==> src/hw/sdcf_pkg.sv <==
`default_nettype none

package sdcf_pkg;

	// ----------------------------------------
	// Clocking
	// ----------------------------------------
	localparam int unsigned CLK_HZ      = 100_000_000;
	localparam int unsigned SDCLK_HZ    = 12_500_000;
	// Half period of the card clock in system cycles, minus one
	localparam logic [2:0]  HALF_LAST   = 3'(CLK_HZ / (2 * SDCLK_HZ) - 1);
	// Bus clocks allowed between end of command and response start bit
	localparam int unsigned NCR_CLOCKS  = 64;
	localparam logic [7:0]  TMO_LAST    = 8'(NCR_CLOCKS - 1);

	// ----------------------------------------
	// Frame layout
	// ----------------------------------------
	localparam logic        BIT_START   = 1'b0;
	localparam logic        BIT_DIR_CMD = 1'b1;
	localparam logic        BIT_END     = 1'b1;
	localparam logic [7:0]  POS_START   = 8'h2F;
	localparam logic [7:0]  POS_DIR     = 8'h2E;
	localparam logic [7:0]  POS_CRC_HI  = 8'h07;
	localparam logic [7:0]  POS_PAY_LO  = 8'h08;
	localparam logic [7:0]  POS_END     = 8'h00;
	localparam logic [7:0]  BIT_DONE    = 8'hFF;
	localparam logic [7:0]  SHORT_LAST  = 8'h2F;
	localparam logic [7:0]  LONG_LAST   = 8'h87;
	localparam logic [7:0]  SCRC_LAST   = 8'h27;
	localparam logic [7:0]  LCRC_FIRST  = 8'h08;
	localparam logic [7:0]  LCRC_LAST   = 8'h7F;
	localparam logic [5:0]  LONG_RSV    = 6'h3F;
	localparam logic [6:0]  CRC_ALLONES = 7'h7F;
	localparam logic [6:0]  CRC7_POLY   = 7'h09;
	localparam logic [6:0]  CRC7_ZERO   = 7'h00;
	localparam logic [19:0] ARG8_ZERO   = 20'h0_0000;

	// ----------------------------------------
	// Command indices
	// ----------------------------------------
	localparam logic [5:0]  CMD_GO_IDLE  = 6'h00;
	localparam logic [5:0]  CMD_OP_COND  = 6'h01;
	localparam logic [5:0]  CMD_ALL_ID   = 6'h02;
	localparam logic [5:0]  CMD_REL_ADDR = 6'h03;
	localparam logic [5:0]  CMD_DRIVE    = 6'h04;
	localparam logic [5:0]  CMD_IO_OP    = 6'h05;
	localparam logic [5:0]  CMD_SWITCH   = 6'h06;
	localparam logic [5:0]  CMD_SELECT   = 6'h07;
	localparam logic [5:0]  CMD_IF_COND  = 6'h08;
	localparam logic [5:0]  CMD_GET_SPEC = 6'h09;
	localparam logic [5:0]  CMD_GET_ID   = 6'h0A;
	localparam logic [5:0]  CMD_STOP     = 6'h0C;
	localparam logic [5:0]  CMD_STATUS   = 6'h0D;
	localparam logic [5:0]  CMD_TEST_RD  = 6'h0E;
	localparam logic [5:0]  CMD_INACTIVE = 6'h0F;
	localparam logic [5:0]  CMD_TEST_WR  = 6'h13;

	// ----------------------------------------
	// Types
	// ----------------------------------------
	typedef enum logic [1:0] {
		CT_BC   = 2'b00,
		CT_BCR  = 2'b01,
		CT_AC   = 2'b10,
		CT_ADTC = 2'b11
	} sdcf_ctype_e;

	typedef enum logic [1:0] {
		RSP_NONE        = 2'b00,
		RSP_SHORT       = 2'b01,
		RSP_SHORT_NOCRC = 2'b10,
		RSP_LONG        = 2'b11
	} sdcf_rsp_e;

	typedef struct packed {
		sdcf_ctype_e ctype;
		sdcf_rsp_e   rsp;
		logic        busy;
	} sdcf_info_s;

	typedef enum logic [2:0] {
		ST_IDLE = 3'b000,
		ST_TX   = 3'b001,
		ST_WAIT = 3'b010,
		ST_RX   = 3'b011,
		ST_DONE = 3'b100
	} sdcf_st_e;

endpackage

`default_nettype wire

==> src/hw/sdcf_crc_if.sv <==
`default_nettype none

// Serial CRC7 engine hookup
interface sdcf_crc_if;
	logic       clr;
	logic       en;
	logic       din;
	logic [6:0] crc;
	modport user   (output clr, output en, output din, input crc);
	modport engine (input clr, input en, input din, output crc);
endinterface

`default_nettype wire

==> src/hw/sdcf_crc7.sv <==
`default_nettype none

module sdcf_crc7 (
	// Clock and reset
	input wire logic   clk,
	input wire logic   rstn,
	// Serial CRC port
	sdcf_crc_if.engine crc_bus
);
	import sdcf_pkg::*;

	logic [6:0] crc_q;
	logic [6:0] crc_d;
	logic       fb;

	// ----------------------------------------
	// Generator x^7 + x^3 + 1, MSB first
	// ----------------------------------------
	assign fb          = crc_bus.din ^ crc_q[6];
	assign crc_d       = {crc_q[5:0], 1'b0} ^ (fb ? CRC7_POLY : CRC7_ZERO);
	assign crc_bus.crc = crc_q;

	// Clear wins so each frame starts from an all-zero remainder
	always_ff @(posedge clk or negedge rstn)
	begin
		if (!rstn)
			crc_q <= CRC7_ZERO;
		else if (crc_bus.clr)
			crc_q <= CRC7_ZERO;
		else if (crc_bus.en)
			crc_q <= crc_d;
	end

endmodule

`default_nettype wire

==> src/hw/sdcf_framer.sv <==
// What this block does
// - short 48-bit and long 136-bit responses are both received and checked, by CRC7 or for an all-ones field
// - short response: 0, 0, index, argument, CRC7 or all ones, end 1
// - long response: 0, 0, reserved 111111, contents in bits 127..1, end 1
// - bc commands expect no response, except index 1
// - bcr commands expect a response from the cards
// - ac commands address one card with no data line transfer
// - adtc commands address one card with a data line transfer
// - index 0 is bc with no response, returning cards to idle
// - index 1 is bc and expects an operating condition response
// - index 2 is bcr and expects a long identification response
// - index 4 is bc with no response, drive stage in bits 31..16
// - index 5 is bcr with the I/O operating condition response
// - index 6 is ac with a busy-type short response
// - index 7 is ac with a busy-type short response, card select
// - index 8 is bcr; argument bits 31..12 are forced to zero
// - indices 9 and 10 are ac and expect a long response
// - index 12 is ac with a busy-type short response, stops transfer
// - index 13 is ac and expects a short status response
// - index 14 is adtc with a short response
// - index 19 is adtc with a short response
// - index 15 is ac with no response
`default_nettype none

module sdcf_framer (
	// Clock and reset
	input  wire logic                clk,
	input  wire logic                rstn,
	// Command request
	input  wire logic                cmd_valid,
	input  wire logic [5:0]          cmd_index,
	input  wire logic [31:0]         cmd_arg,
	output logic                     cmd_ready,
	// Command class of the accepted command
	output var sdcf_pkg::sdcf_ctype_e cmd_type,
	output logic                     data_xfer,
	output logic                     busy_expected,
	// Result
	output logic                     done,
	output logic                     rsp_got,
	output logic [5:0]               rsp_index,
	output logic [127:0]             rsp_data,
	output logic                     crc_err,
	output logic                     frame_err,
	output logic                     timeout,
	// Card pins
	output logic                     sd_clk,
	output logic                     cmd_o,
	output logic                     cmd_oe,
	input  wire logic                cmd_i
);
	import sdcf_pkg::*;

	sdcf_crc_if crc_bus ();

	sdcf_st_e    st_q, st_d;
	sdcf_info_s  info_q, info_new;
	logic [2:0]  div_q;
	logic        sd_clk_q, cmd_s1_q, cmd_s2_q;
	logic [47:0] tx_q;
	logic [7:0]  bit_q, rx_n_q, tmo_q, drv_cnt_q;
	logic [135:0] rx_q;
	logic        tmo_hit_q, cmd_o_q, cmd_oe_q, cmd_ready_q;
	logic        done_q, got_q, crc_err_q, frame_err_q, timeout_q;
	logic        data_xfer_q, busy_q;
	sdcf_ctype_e cmd_type_q;
	logic [5:0]  rsp_index_q;
	logic [127:0] rsp_data_q;

	// ----------------------------------------
	// Command classification table
	// ----------------------------------------
	// Unlisted indices are treated as ac with a checked short response
	function automatic sdcf_info_s info_of(input logic [5:0] idx);
		sdcf_info_s r;
		r = '{CT_AC, RSP_SHORT, 1'b0};
		case (idx)
			CMD_GO_IDLE:  r = '{CT_BC, RSP_NONE, 1'b0};
			CMD_OP_COND:  r = '{CT_BC, RSP_SHORT_NOCRC, 1'b0};
			CMD_ALL_ID:   r = '{CT_BCR, RSP_LONG, 1'b0};
			CMD_REL_ADDR: r = '{CT_BCR, RSP_SHORT, 1'b0};
			CMD_DRIVE:    r = '{CT_BC, RSP_NONE, 1'b0};
			CMD_IO_OP:    r = '{CT_BCR, RSP_SHORT_NOCRC, 1'b0};
			CMD_SWITCH:   r = '{CT_AC, RSP_SHORT, 1'b1};
			CMD_SELECT:   r = '{CT_AC, RSP_SHORT, 1'b1};
			CMD_IF_COND:  r = '{CT_BCR, RSP_SHORT, 1'b0};
			CMD_GET_SPEC: r = '{CT_AC, RSP_LONG, 1'b0};
			CMD_GET_ID:   r = '{CT_AC, RSP_LONG, 1'b0};
			CMD_STOP:     r = '{CT_AC, RSP_SHORT, 1'b1};
			CMD_STATUS:   r = '{CT_AC, RSP_SHORT, 1'b0};
			CMD_TEST_RD:  r = '{CT_ADTC, RSP_SHORT, 1'b0};
			CMD_TEST_WR:  r = '{CT_ADTC, RSP_SHORT, 1'b0};
			CMD_INACTIVE: r = '{CT_AC, RSP_NONE, 1'b0};
			default:      r = '{CT_AC, RSP_SHORT, 1'b0};
		endcase
		return r;
	endfunction

	// ----------------------------------------
	// Decode and selection
	// ----------------------------------------
	logic        accept, div_wrap, fall_en, rise_en, tx_end, tx_drive, tx_bit;
	logic        tx_release, tx_payload, rx_start, rx_take, rx_last, rx_feed;
	logic        tmo_fire, is_long, nocrc, got, crc_bad, frame_bad, dir_bit;
	logic [2:0]  crc_sel;
	logic [6:0]  crc_val, crc_field;
	logic [31:0] arg_tx;

	assign accept     = cmd_valid & cmd_ready_q;
	assign info_new   = info_of(cmd_index);
	// Card samples on the rising edge, so we change the line on the falling one
	assign div_wrap   = div_q == HALF_LAST;
	assign fall_en    = div_wrap & sd_clk_q;
	assign rise_en    = div_wrap & ~sd_clk_q;
	// Reserved high argument bits of the interface condition command
	assign arg_tx     = (cmd_index == CMD_IF_COND) ? {ARG8_ZERO, cmd_arg[11:0]} : cmd_arg;
	assign tx_end     = bit_q == BIT_DONE;
	assign tx_drive   = (st_q == ST_TX) & fall_en & ~tx_end;
	assign tx_release = (st_q == ST_TX) & fall_en & tx_end;
	assign tx_payload = bit_q >= POS_PAY_LO;
	assign crc_sel    = bit_q[2:0] - 3'h1;
	assign crc_val    = crc_bus.crc;
	assign tx_bit     = tx_payload ? tx_q[bit_q[5:0]] :
	                    (bit_q == POS_END) ? BIT_END : crc_val[crc_sel];
	assign is_long    = info_q.rsp == RSP_LONG;
	assign nocrc      = info_q.rsp == RSP_SHORT_NOCRC;
	assign rx_start   = rise_en & (st_q == ST_WAIT) & ~cmd_s2_q;
	assign rx_take    = rx_start | (rise_en & (st_q == ST_RX));
	assign rx_last    = rx_n_q == (is_long ? LONG_LAST : SHORT_LAST);
	// Long responses check only the contents ahead of the CRC field
	assign rx_feed    = is_long ? (rx_n_q >= LCRC_FIRST && rx_n_q <= LCRC_LAST)
	                            : (rx_n_q <= SCRC_LAST);
	assign tmo_fire   = rise_en & (st_q == ST_WAIT) & cmd_s2_q & (tmo_q == TMO_LAST);

	// Serial CRC shared by transmit and receive; they never overlap
	assign crc_bus.clr = accept | tx_release;
	assign crc_bus.en  = (tx_drive & tx_payload) | (rx_take & rx_feed);
	assign crc_bus.din = (st_q == ST_TX) ? tx_bit : cmd_s2_q;

	// Result checks on the captured frame
	assign got        = (info_q.rsp != RSP_NONE) & ~tmo_hit_q;
	assign crc_field  = rx_q[7:1];
	assign crc_bad    = got & (nocrc ? (crc_field != CRC_ALLONES) : (crc_field != crc_val));
	assign dir_bit    = is_long ? rx_q[134] : rx_q[46];
	assign frame_bad  = got & (dir_bit | ~rx_q[0] |
	                    (is_long & (rx_q[133:128] != LONG_RSV)));

	sdcf_crc7 u_crc (
		.clk     (clk),
		.rstn    (rstn),
		.crc_bus (crc_bus.engine)
	);

	// ----------------------------------------
	// Sequencer
	// ----------------------------------------
	always_comb
	begin
		st_d = st_q;
		unique case (st_q)
			ST_IDLE: if (accept) st_d = ST_TX;
			ST_TX:   if (tx_release) st_d = (info_q.rsp == RSP_NONE) ? ST_DONE : ST_WAIT;
			ST_WAIT:
			begin
				if (rx_start)
					st_d = ST_RX;
				else if (tmo_fire)
					st_d = ST_DONE;
			end
			ST_RX:   if (rx_take && rx_last) st_d = ST_DONE;
			ST_DONE: st_d = ST_IDLE;
			default: st_d = ST_IDLE;
		endcase
	end

	always_ff @(posedge clk or negedge rstn)
	begin
		if (!rstn)
			st_q <= ST_IDLE;
		else
			st_q <= st_d;
	end

	// Card clock divider; runs free so the card always sees a clock
	always_ff @(posedge clk or negedge rstn)
	begin
		if (!rstn)
		begin
			div_q    <= 3'h0;
			sd_clk_q <= 1'b0;
		end
		else
		begin
			div_q    <= div_wrap ? 3'h0 : div_q + 3'h1;
			sd_clk_q <= div_wrap ? ~sd_clk_q : sd_clk_q;
		end
	end

	// Command line input synchroniser
	always_ff @(posedge clk or negedge rstn)
	begin
		if (!rstn)
		begin
			cmd_s1_q <= 1'b1;
			cmd_s2_q <= 1'b1;
		end
		else
		begin
			cmd_s1_q <= cmd_i;
			cmd_s2_q <= cmd_s1_q;
		end
	end

	// ----------------------------------------
	// Transmit shifter
	// ----------------------------------------
	// One bit per falling edge, then one more edge holding the end bit
	always_ff @(posedge clk or negedge rstn)
	begin
		if (!rstn)
		begin
			tx_q     <= 48'h0;
			bit_q    <= BIT_DONE;
			cmd_o_q  <= 1'b1;
			cmd_oe_q <= 1'b0;
		end
		else if (accept)
		begin
			tx_q  <= {BIT_START, BIT_DIR_CMD, cmd_index, arg_tx, CRC7_ZERO, BIT_END};
			bit_q <= POS_START;
		end
		else if (tx_drive)
		begin
			cmd_o_q  <= tx_bit;
			cmd_oe_q <= 1'b1;
			bit_q    <= (bit_q == POS_END) ? BIT_DONE : bit_q - 8'h01;
		end
		else if (tx_release)
		begin
			cmd_o_q  <= 1'b1;
			cmd_oe_q <= 1'b0;
		end
	end

	// ----------------------------------------
	// Receive shifter and timeout
	// ----------------------------------------
	always_ff @(posedge clk or negedge rstn)
	begin
		if (!rstn)
		begin
			rx_q      <= 136'h0;
			rx_n_q    <= 8'h00;
			tmo_q     <= 8'h00;
			tmo_hit_q <= 1'b0;
		end
		else if (accept)
		begin
			rx_q      <= 136'h0;
			rx_n_q    <= 8'h00;
			tmo_q     <= 8'h00;
			tmo_hit_q <= 1'b0;
		end
		else if (rx_take)
		begin
			rx_q   <= {rx_q[134:0], cmd_s2_q};
			rx_n_q <= rx_n_q + 8'h01;
		end
		else if (rise_en && st_q == ST_WAIT)
		begin
			tmo_q     <= tmo_q + 8'h01;
			tmo_hit_q <= tmo_fire;
		end
	end

	// ----------------------------------------
	// Handshake and result registers
	// ----------------------------------------
	always_ff @(posedge clk or negedge rstn)
	begin
		if (!rstn)
		begin
			cmd_ready_q <= 1'b1;
			info_q      <= '{CT_BC, RSP_NONE, 1'b0};
			cmd_type_q  <= CT_BC;
			data_xfer_q <= 1'b0;
			busy_q      <= 1'b0;
		end
		else
		begin
			cmd_ready_q <= st_d == ST_IDLE;
			if (accept)
			begin
				info_q      <= info_new;
				cmd_type_q  <= info_new.ctype;
				data_xfer_q <= info_new.ctype == CT_ADTC;
				busy_q      <= info_new.busy;
			end
		end
	end

	// Results load together so software never sees a mixed set
	always_ff @(posedge clk or negedge rstn)
	begin
		if (!rstn)
		begin
			done_q      <= 1'b0;
			got_q       <= 1'b0;
			crc_err_q   <= 1'b0;
			frame_err_q <= 1'b0;
			timeout_q   <= 1'b0;
			rsp_index_q <= 6'h00;
			rsp_data_q  <= 128'h0;
		end
		else
		begin
			done_q <= st_q == ST_DONE;
			if (st_q == ST_DONE)
			begin
				got_q       <= got;
				crc_err_q   <= crc_bad;
				frame_err_q <= frame_bad;
				timeout_q   <= tmo_hit_q;
				rsp_index_q <= rx_q[45:40];
				rsp_data_q  <= is_long ? rx_q[127:0] : {96'h0, rx_q[39:8]};
			end
		end
	end

	assign cmd_ready     = cmd_ready_q;
	assign cmd_type      = cmd_type_q;
	assign data_xfer     = data_xfer_q;
	assign busy_expected = busy_q;
	assign done          = done_q;
	assign rsp_got       = got_q;
	assign rsp_index     = rsp_index_q;
	assign rsp_data      = rsp_data_q;
	assign crc_err       = crc_err_q;
	assign frame_err     = frame_err_q;
	assign timeout       = timeout_q;
	assign sd_clk        = sd_clk_q;
	assign cmd_o         = cmd_o_q;
	assign cmd_oe        = cmd_oe_q;

	// ----------------------------------------
	// Checks
	// ----------------------------------------
	// Counts bits driven in the current frame
	always_ff @(posedge clk or negedge rstn)
	begin
		if (!rstn)
			drv_cnt_q <= 8'h00;
		else if (accept)
			drv_cnt_q <= 8'h00;
		else if (tx_drive)
			drv_cnt_q <= drv_cnt_q + 8'h01;
	end
endmodule

`default_nettype wire

==> config.mk <==
export PLATFORM = sky130hd
export DESIGN_NAME = sdcf_framer
export DESIGN_NICKNAME = d
export VERILOG_FILES = /design/src/hw/sdcf_pkg.sv /design/src/hw/sdcf_crc_if.sv /design/src/hw/sdcf_crc7.sv /design/src/hw/sdcf_framer.sv
export SDC_FILE = /design/constraint.sdc
export NUM_CORES = 1
export LEC_CHECK = 0
export BUFFER_PORTS_ARGS = -buffer_cell sky130_fd_sc_hd__buf_2
export CAP_MARGIN = 20
export CORE_ASPECT_RATIO = 1.25
export CORE_UTILIZATION = 63
export CTS_CLUSTER_DIAMETER = 60
export CTS_CLUSTER_SIZE = 16
export DETAILED_ROUTE_END_ITERATION = 10
export PLACE_DENSITY = 0.85
export SLEW_MARGIN = 15
export SYNTH_ARGS = -nofsm -noshare
export SYNTH_HDL_FRONTEND = slang
export SYNTH_HIERARCHICAL = 1
export SYNTH_SLANG_ARGS = --single-unit
==> constraint.sdc <==
create_clock -name clk -period 8.63 [get_ports clk]
set_clock_uncertainty 0.05 [all_clocks]
set_input_delay 0.4315 -clock clk [delete_from_list [all_inputs] [get_ports clk]]
set_output_delay 0.4315 -clock clk [all_outputs]
set_load 0.01 [all_outputs]
==> Implementation_results.wiki <==
{| class="wikitable"
! Metric !! Value
|-
| GRT Util Overall || 0.279
|-
| Half-perimeter wire length of the detailed placement result || 21.2 mm
|-
| Number of placed instances with taps included || 2,097
|-
| Share of the clock period used by the worst path || 0.393
|-
| Launch point of the worst path || bit_q[0]
|-
| Unique masters post-synth || just over 60
|-
| Number of warnings printed during yosys synthesis || 6
|-
| Number of design rule violations left after detail routing || 0
|-
| GRT overflow || 0
|-
| Internal power || 0.00230 W
|-
| Max_slew headroom || 0.252
|-
| Number of antenna violations at the first check in global routing || 0
|-
| Worst setup path class || reg -> reg
|-
| Quantity of I/O buffers inserted on ports || 188
|-
| Final cell area excluding filler cells || ~17,000 um^2
|-
| Slowest-stage cell, CP || sky130_fd_sc_hd__dfstp_2
|-
| TritonCTS buffer count || 26
|-
| Clk_lat worst skew || 540 ps
|-
| Area post-placement || around 16,000 um^2
|-
| Die outline width || 142 um
|-
| Most frequently used flop master after synthesis || sky130_fd_sc_hd__dfrtp_1
|-
| Die Outline Area || 25,300 um^2
|-
| Family with the most delay on the worst path || flip-flops
|-
| Result of the run || finished, final reports clean
|-
| Number of pins exceeding their max-slew limit in the final report || 0
|-
| Floorplan row count || 63
|-
| Count of state elements after synthesis || 363
|-
| Share of layout cells above drive strength 1 || 0.145
|-
| Critical register-to-register path startpoint || bit_q[0]
|-
| Placer congestion estimate || 0.875
|-
| Starting Density || 0.648
|-
| Longest individual stage delay on the worst path || 880 ps
|-
| # clock sinks || between 300 and 400
|-
| Worst min path class || in -> reg
|-
| Worst VDD drop || 0.134 mV
|-
| Area of the mapped netlist || 15,500 um^2
|-
| Root Driver || sky130_fd_sc_hd__clkbuf_16
|-
| Switching pwr || 0.000601 W
|-
| Number of global-route vias before repair || roughly 12,000
|-
| Detail-routed via count per cell || 5.75
|-
| Final cell utilization of the core || 0.724
|-
| Top-Level Pins || 189
|-
| First drt pass iteration count || 5
|-
| Maximum number of pins on one net before global-route repair || 119
|-
| Worst-path fanout max || 22
|-
| Gate Count Post-Synth || 1,690
|-
| Setup-violating endpoint count in the final report || 0
|-
| Arrival time worst endpoint || 3800 ps
|-
| Net count reported at finish || 1,859
|-
| Number of hold-slack violations in the final timing report || 0
|-
| Routed WL || 34.9 mm
|-
| Height of the chip || 178 um
|-
| Clock power frac || 0.396
|-
| Antenna viol nets, final || 0
|-
| CTS tree || done
|-
| Count of maximum capacitance violations || 0
|-
| Antenna fix cells || 0
|-
| Non-filler cells, final || 2,150
|-
| Buffers plus inverters on the worst setup path || 1
|-
| H-tree depth || 1
|-
| Post-synth EDFFs || 0
|-
| Startpoint class of the critical path || register
|-
| Setup repair after global routing missed its margin || no
|-
| Sw Ratio || 0.207
|-
| Share of synthesized area occupied by flip-flops and latches || 0.586
|-
| Mean post-synth cell area || just over 9 um^2
|-
| Power density normalized to cell area || roughly 170 nW/um^2
|-
| First DRT Iteration DRCs || 995
|-
| Required time at the endpoint of the critical path || about 9000 ps
|-
| Setup_tns || 0 ps
|-
| Fraction of power consumed by combinational cells || 0.017
|-
| Detailed-route wire length per cell || 16.2 um
|-
| Register clock-pin slew on the reported worst setup and hold paths || ~70 ps
|-
| Register share of total power || 0.587
|-
| First-pass GRT wire length || about 57 mm
|-
| Leakage power figure || between 9 and 10 nW
|-
| CP Capture Type || register
|-
| Core box area || 24,000 um^2
|-
| Most used cells in the layout excluding fill and tap cells || sky130_fd_sc_hd__nand2_1 (625), sky130_fd_sc_hd__dfrtp_1 (351), sky130_fd_sc_hd__buf_2 (187)
|-
| Tmin final || 3390 ps
|-
| Crit path cell chain || inv_1 -> ha_1 -> xor2_1 -> mux2_2 -> a21oi_1 -> o2111ai_1 -> o21ai_1 -> mux2i_1 -> xnor2_1 -> nand4b_1 -> o211ai_1
|-
| Maximum achievable frequency || ~290 MHz
|-
| Most common cell after layout, fill and taps aside || sky130_fd_sc_hd__nand2_1
|-
| Share of flip-flops with an asynchronous set or reset after synthesis || 1.00
|-
| Number of nets produced by synthesis || 1,744
|-
| Slew at the pin with the worst max-slew slack || roughly 1100 ps
|-
| Startpoint of the most critical hold path || cmd_arg[0]
|-
| CTS Buffer Depth || 3
|-
| Vias || 12,400
|-
| Area Overhead vs Synth || 11.7%
|}
[path summary, 6_finish.rpt]
path,end,slack (ps),cells after the start
hold / removal,tx_q[8],30,3
hold reg to reg,cmd_s2_q,310,0
setup / recovery,u_crc/crc_bus.crc[3],5240,11
setup reg to reg,u_crc/crc_bus.crc[3],5240,11
min in group asynchronous,rsp_data[55],450,2
max in group asynchronous,u_crc/crc_bus.crc[6],5880,4
[final cells by class]
type,count,area (um^2)
fill,1766,6620
inverter,14,55.1
clock inverter,1,5.00
sequential,363,9100
multi-input combinational,1193,5870
timing repair buffer,207,1160
clock buffer,47,751
tap,325,407
[sequential cells by signal (all words and copies together) (netlist names), 2 cells and up]
register	count
st_q	3
rsp_data	128
bit_q	8
tmo_q	8
rsp_index	6
cmd_type	2
tx_q	39
rx_n_q	8
info_q	2
div_q	3
rx_q	135
u_crc/crc_bus.crc	7
[metrics by stage]
step | hold slack [ps] | total power [W] | setup slack (ps)
floorplan | 85.9 | 0.00174 | 5700
global placement | 297 | 0.00178 | 5320
global route | 21.8 | 0.00299 | 5010
finish | 34.7 | 0.00290 | 5240
detailed placement | 299 | 0.00179 | 5260
CTS | 22.7 | 0.00292 | 5210
[logic make-up after synthesis]
| group | after synthesis | synth area share |
|---|---|---|
| AOI/OAI and AO/OA | 271 | 0.103 |
| xor gates and xnor gates | 20 | 0.0113 |
| adders and majority gates | 12 | 0.00967 |
| buffers and inverters | 134 | 0.0370 |
| DFF | 363 | 0.586 |
| muxes | 22 | 0.0227 |
| and+or+nand+nor | 868 | 0.230 |
[metal layers]
| metal | vias to the layer above | routed length, um | part of all wire | GRT usage |
|---|---|---|---|---|
| li1 | 5834 | - | - | - |
| met1 | 6039 | 14300 | 0.41 | 0.370 |
| met2 | 422 | 17500 | 0.50 | 0.473 |
| met3 | 73 | 2010 | 0.058 | 0.0359 |
| met4 | 0 | 1020 | 0.029 | 0.0981 |
| met5 | - | 0 | 0 | 0 |
[worst reg2reg max path: stages, from the launching register on]
cell and delay, ps:
sky130_fd_sc_hd__dfstp_2 880, sky130_fd_sc_hd__inv_1 150, sky130_fd_sc_hd__ha_1 280, sky130_fd_sc_hd__xor2_1 350
sky130_fd_sc_hd__mux2_2 380, sky130_fd_sc_hd__a21oi_1 200, sky130_fd_sc_hd__o2111ai_1 130, sky130_fd_sc_hd__o21ai_1 190
sky130_fd_sc_hd__mux2i_1 150, sky130_fd_sc_hd__xnor2_1 280, sky130_fd_sc_hd__nand4b_1 150, sky130_fd_sc_hd__o211ai_1 110
[what timing repair did]
| item | 4_1_cts | 5_1_grt |
|---|---|---|
| gates resized for setup | 0 | 0 |
| hold endpoints to repair | 97 | 0 |
| hold buffers | 2 | 0 |
| setup buffers | 0 | 0 |
[synth_stat cells, drive strengths merged, types with 3 or more instances]
| cell | count | area [um^2] |
|---|---|---|
| a2111oi | 3 | 27.5 |
| xor2 | 15 | 131 |
| o21ai | 17 | 85.1 |
| ha | 12 | 150 |
| inv | 13 | 48.8 |
| a31oi | 35 | 219 |
| nor2b | 7 | 43.8 |
| and3 | 6 | 37.5 |
| mux2 | 4 | 45.0 |
| a22o | 23 | 201 |
| clkbuf | 79 | 297 |
| nand2 | 626 | 2350 |
| a21o | 4 | 30.0 |
| o31ai | 3 | 22.5 |
| xnor2 | 5 | 43.8 |
| dfrtp | 351 | 8780 |
| mux4 | 9 | 218 |
| a21oi | 158 | 791 |
| nor3 | 14 | 75.1 |
| dfstp | 12 | 315 |
| nor3b | 5 | 37.5 |
| nand4 | 6 | 37.5 |
| o211ai | 5 | 37.5 |
| and2 | 4 | 25.0 |
| or3 | 4 | 25.0 |
| nor2 | 73 | 277 |
| buf | 41 | 225 |
| nand2b | 5 | 31.3 |
| nand3 | 106 | 531 |
| mux2i | 9 | 90.1 |
| o21a | 3 | 22.5 |
| o22ai | 4 | 25.0 |
[power groups by stage]
stage	Clock, W	Combinational (W)	Sequential, W
final	0.00115	0.0000506	0.00170
after global routing	0.00123	0.0000590	0.00170
after CTS	0.00117	0.0000528	0.00170
after detailed placement	0	0.0000517	0.00173
after global placement	0	0.0000504	0.00173
after floorplan	0	0.00000539	0.00173
Power figures use the tool's default switching activity.
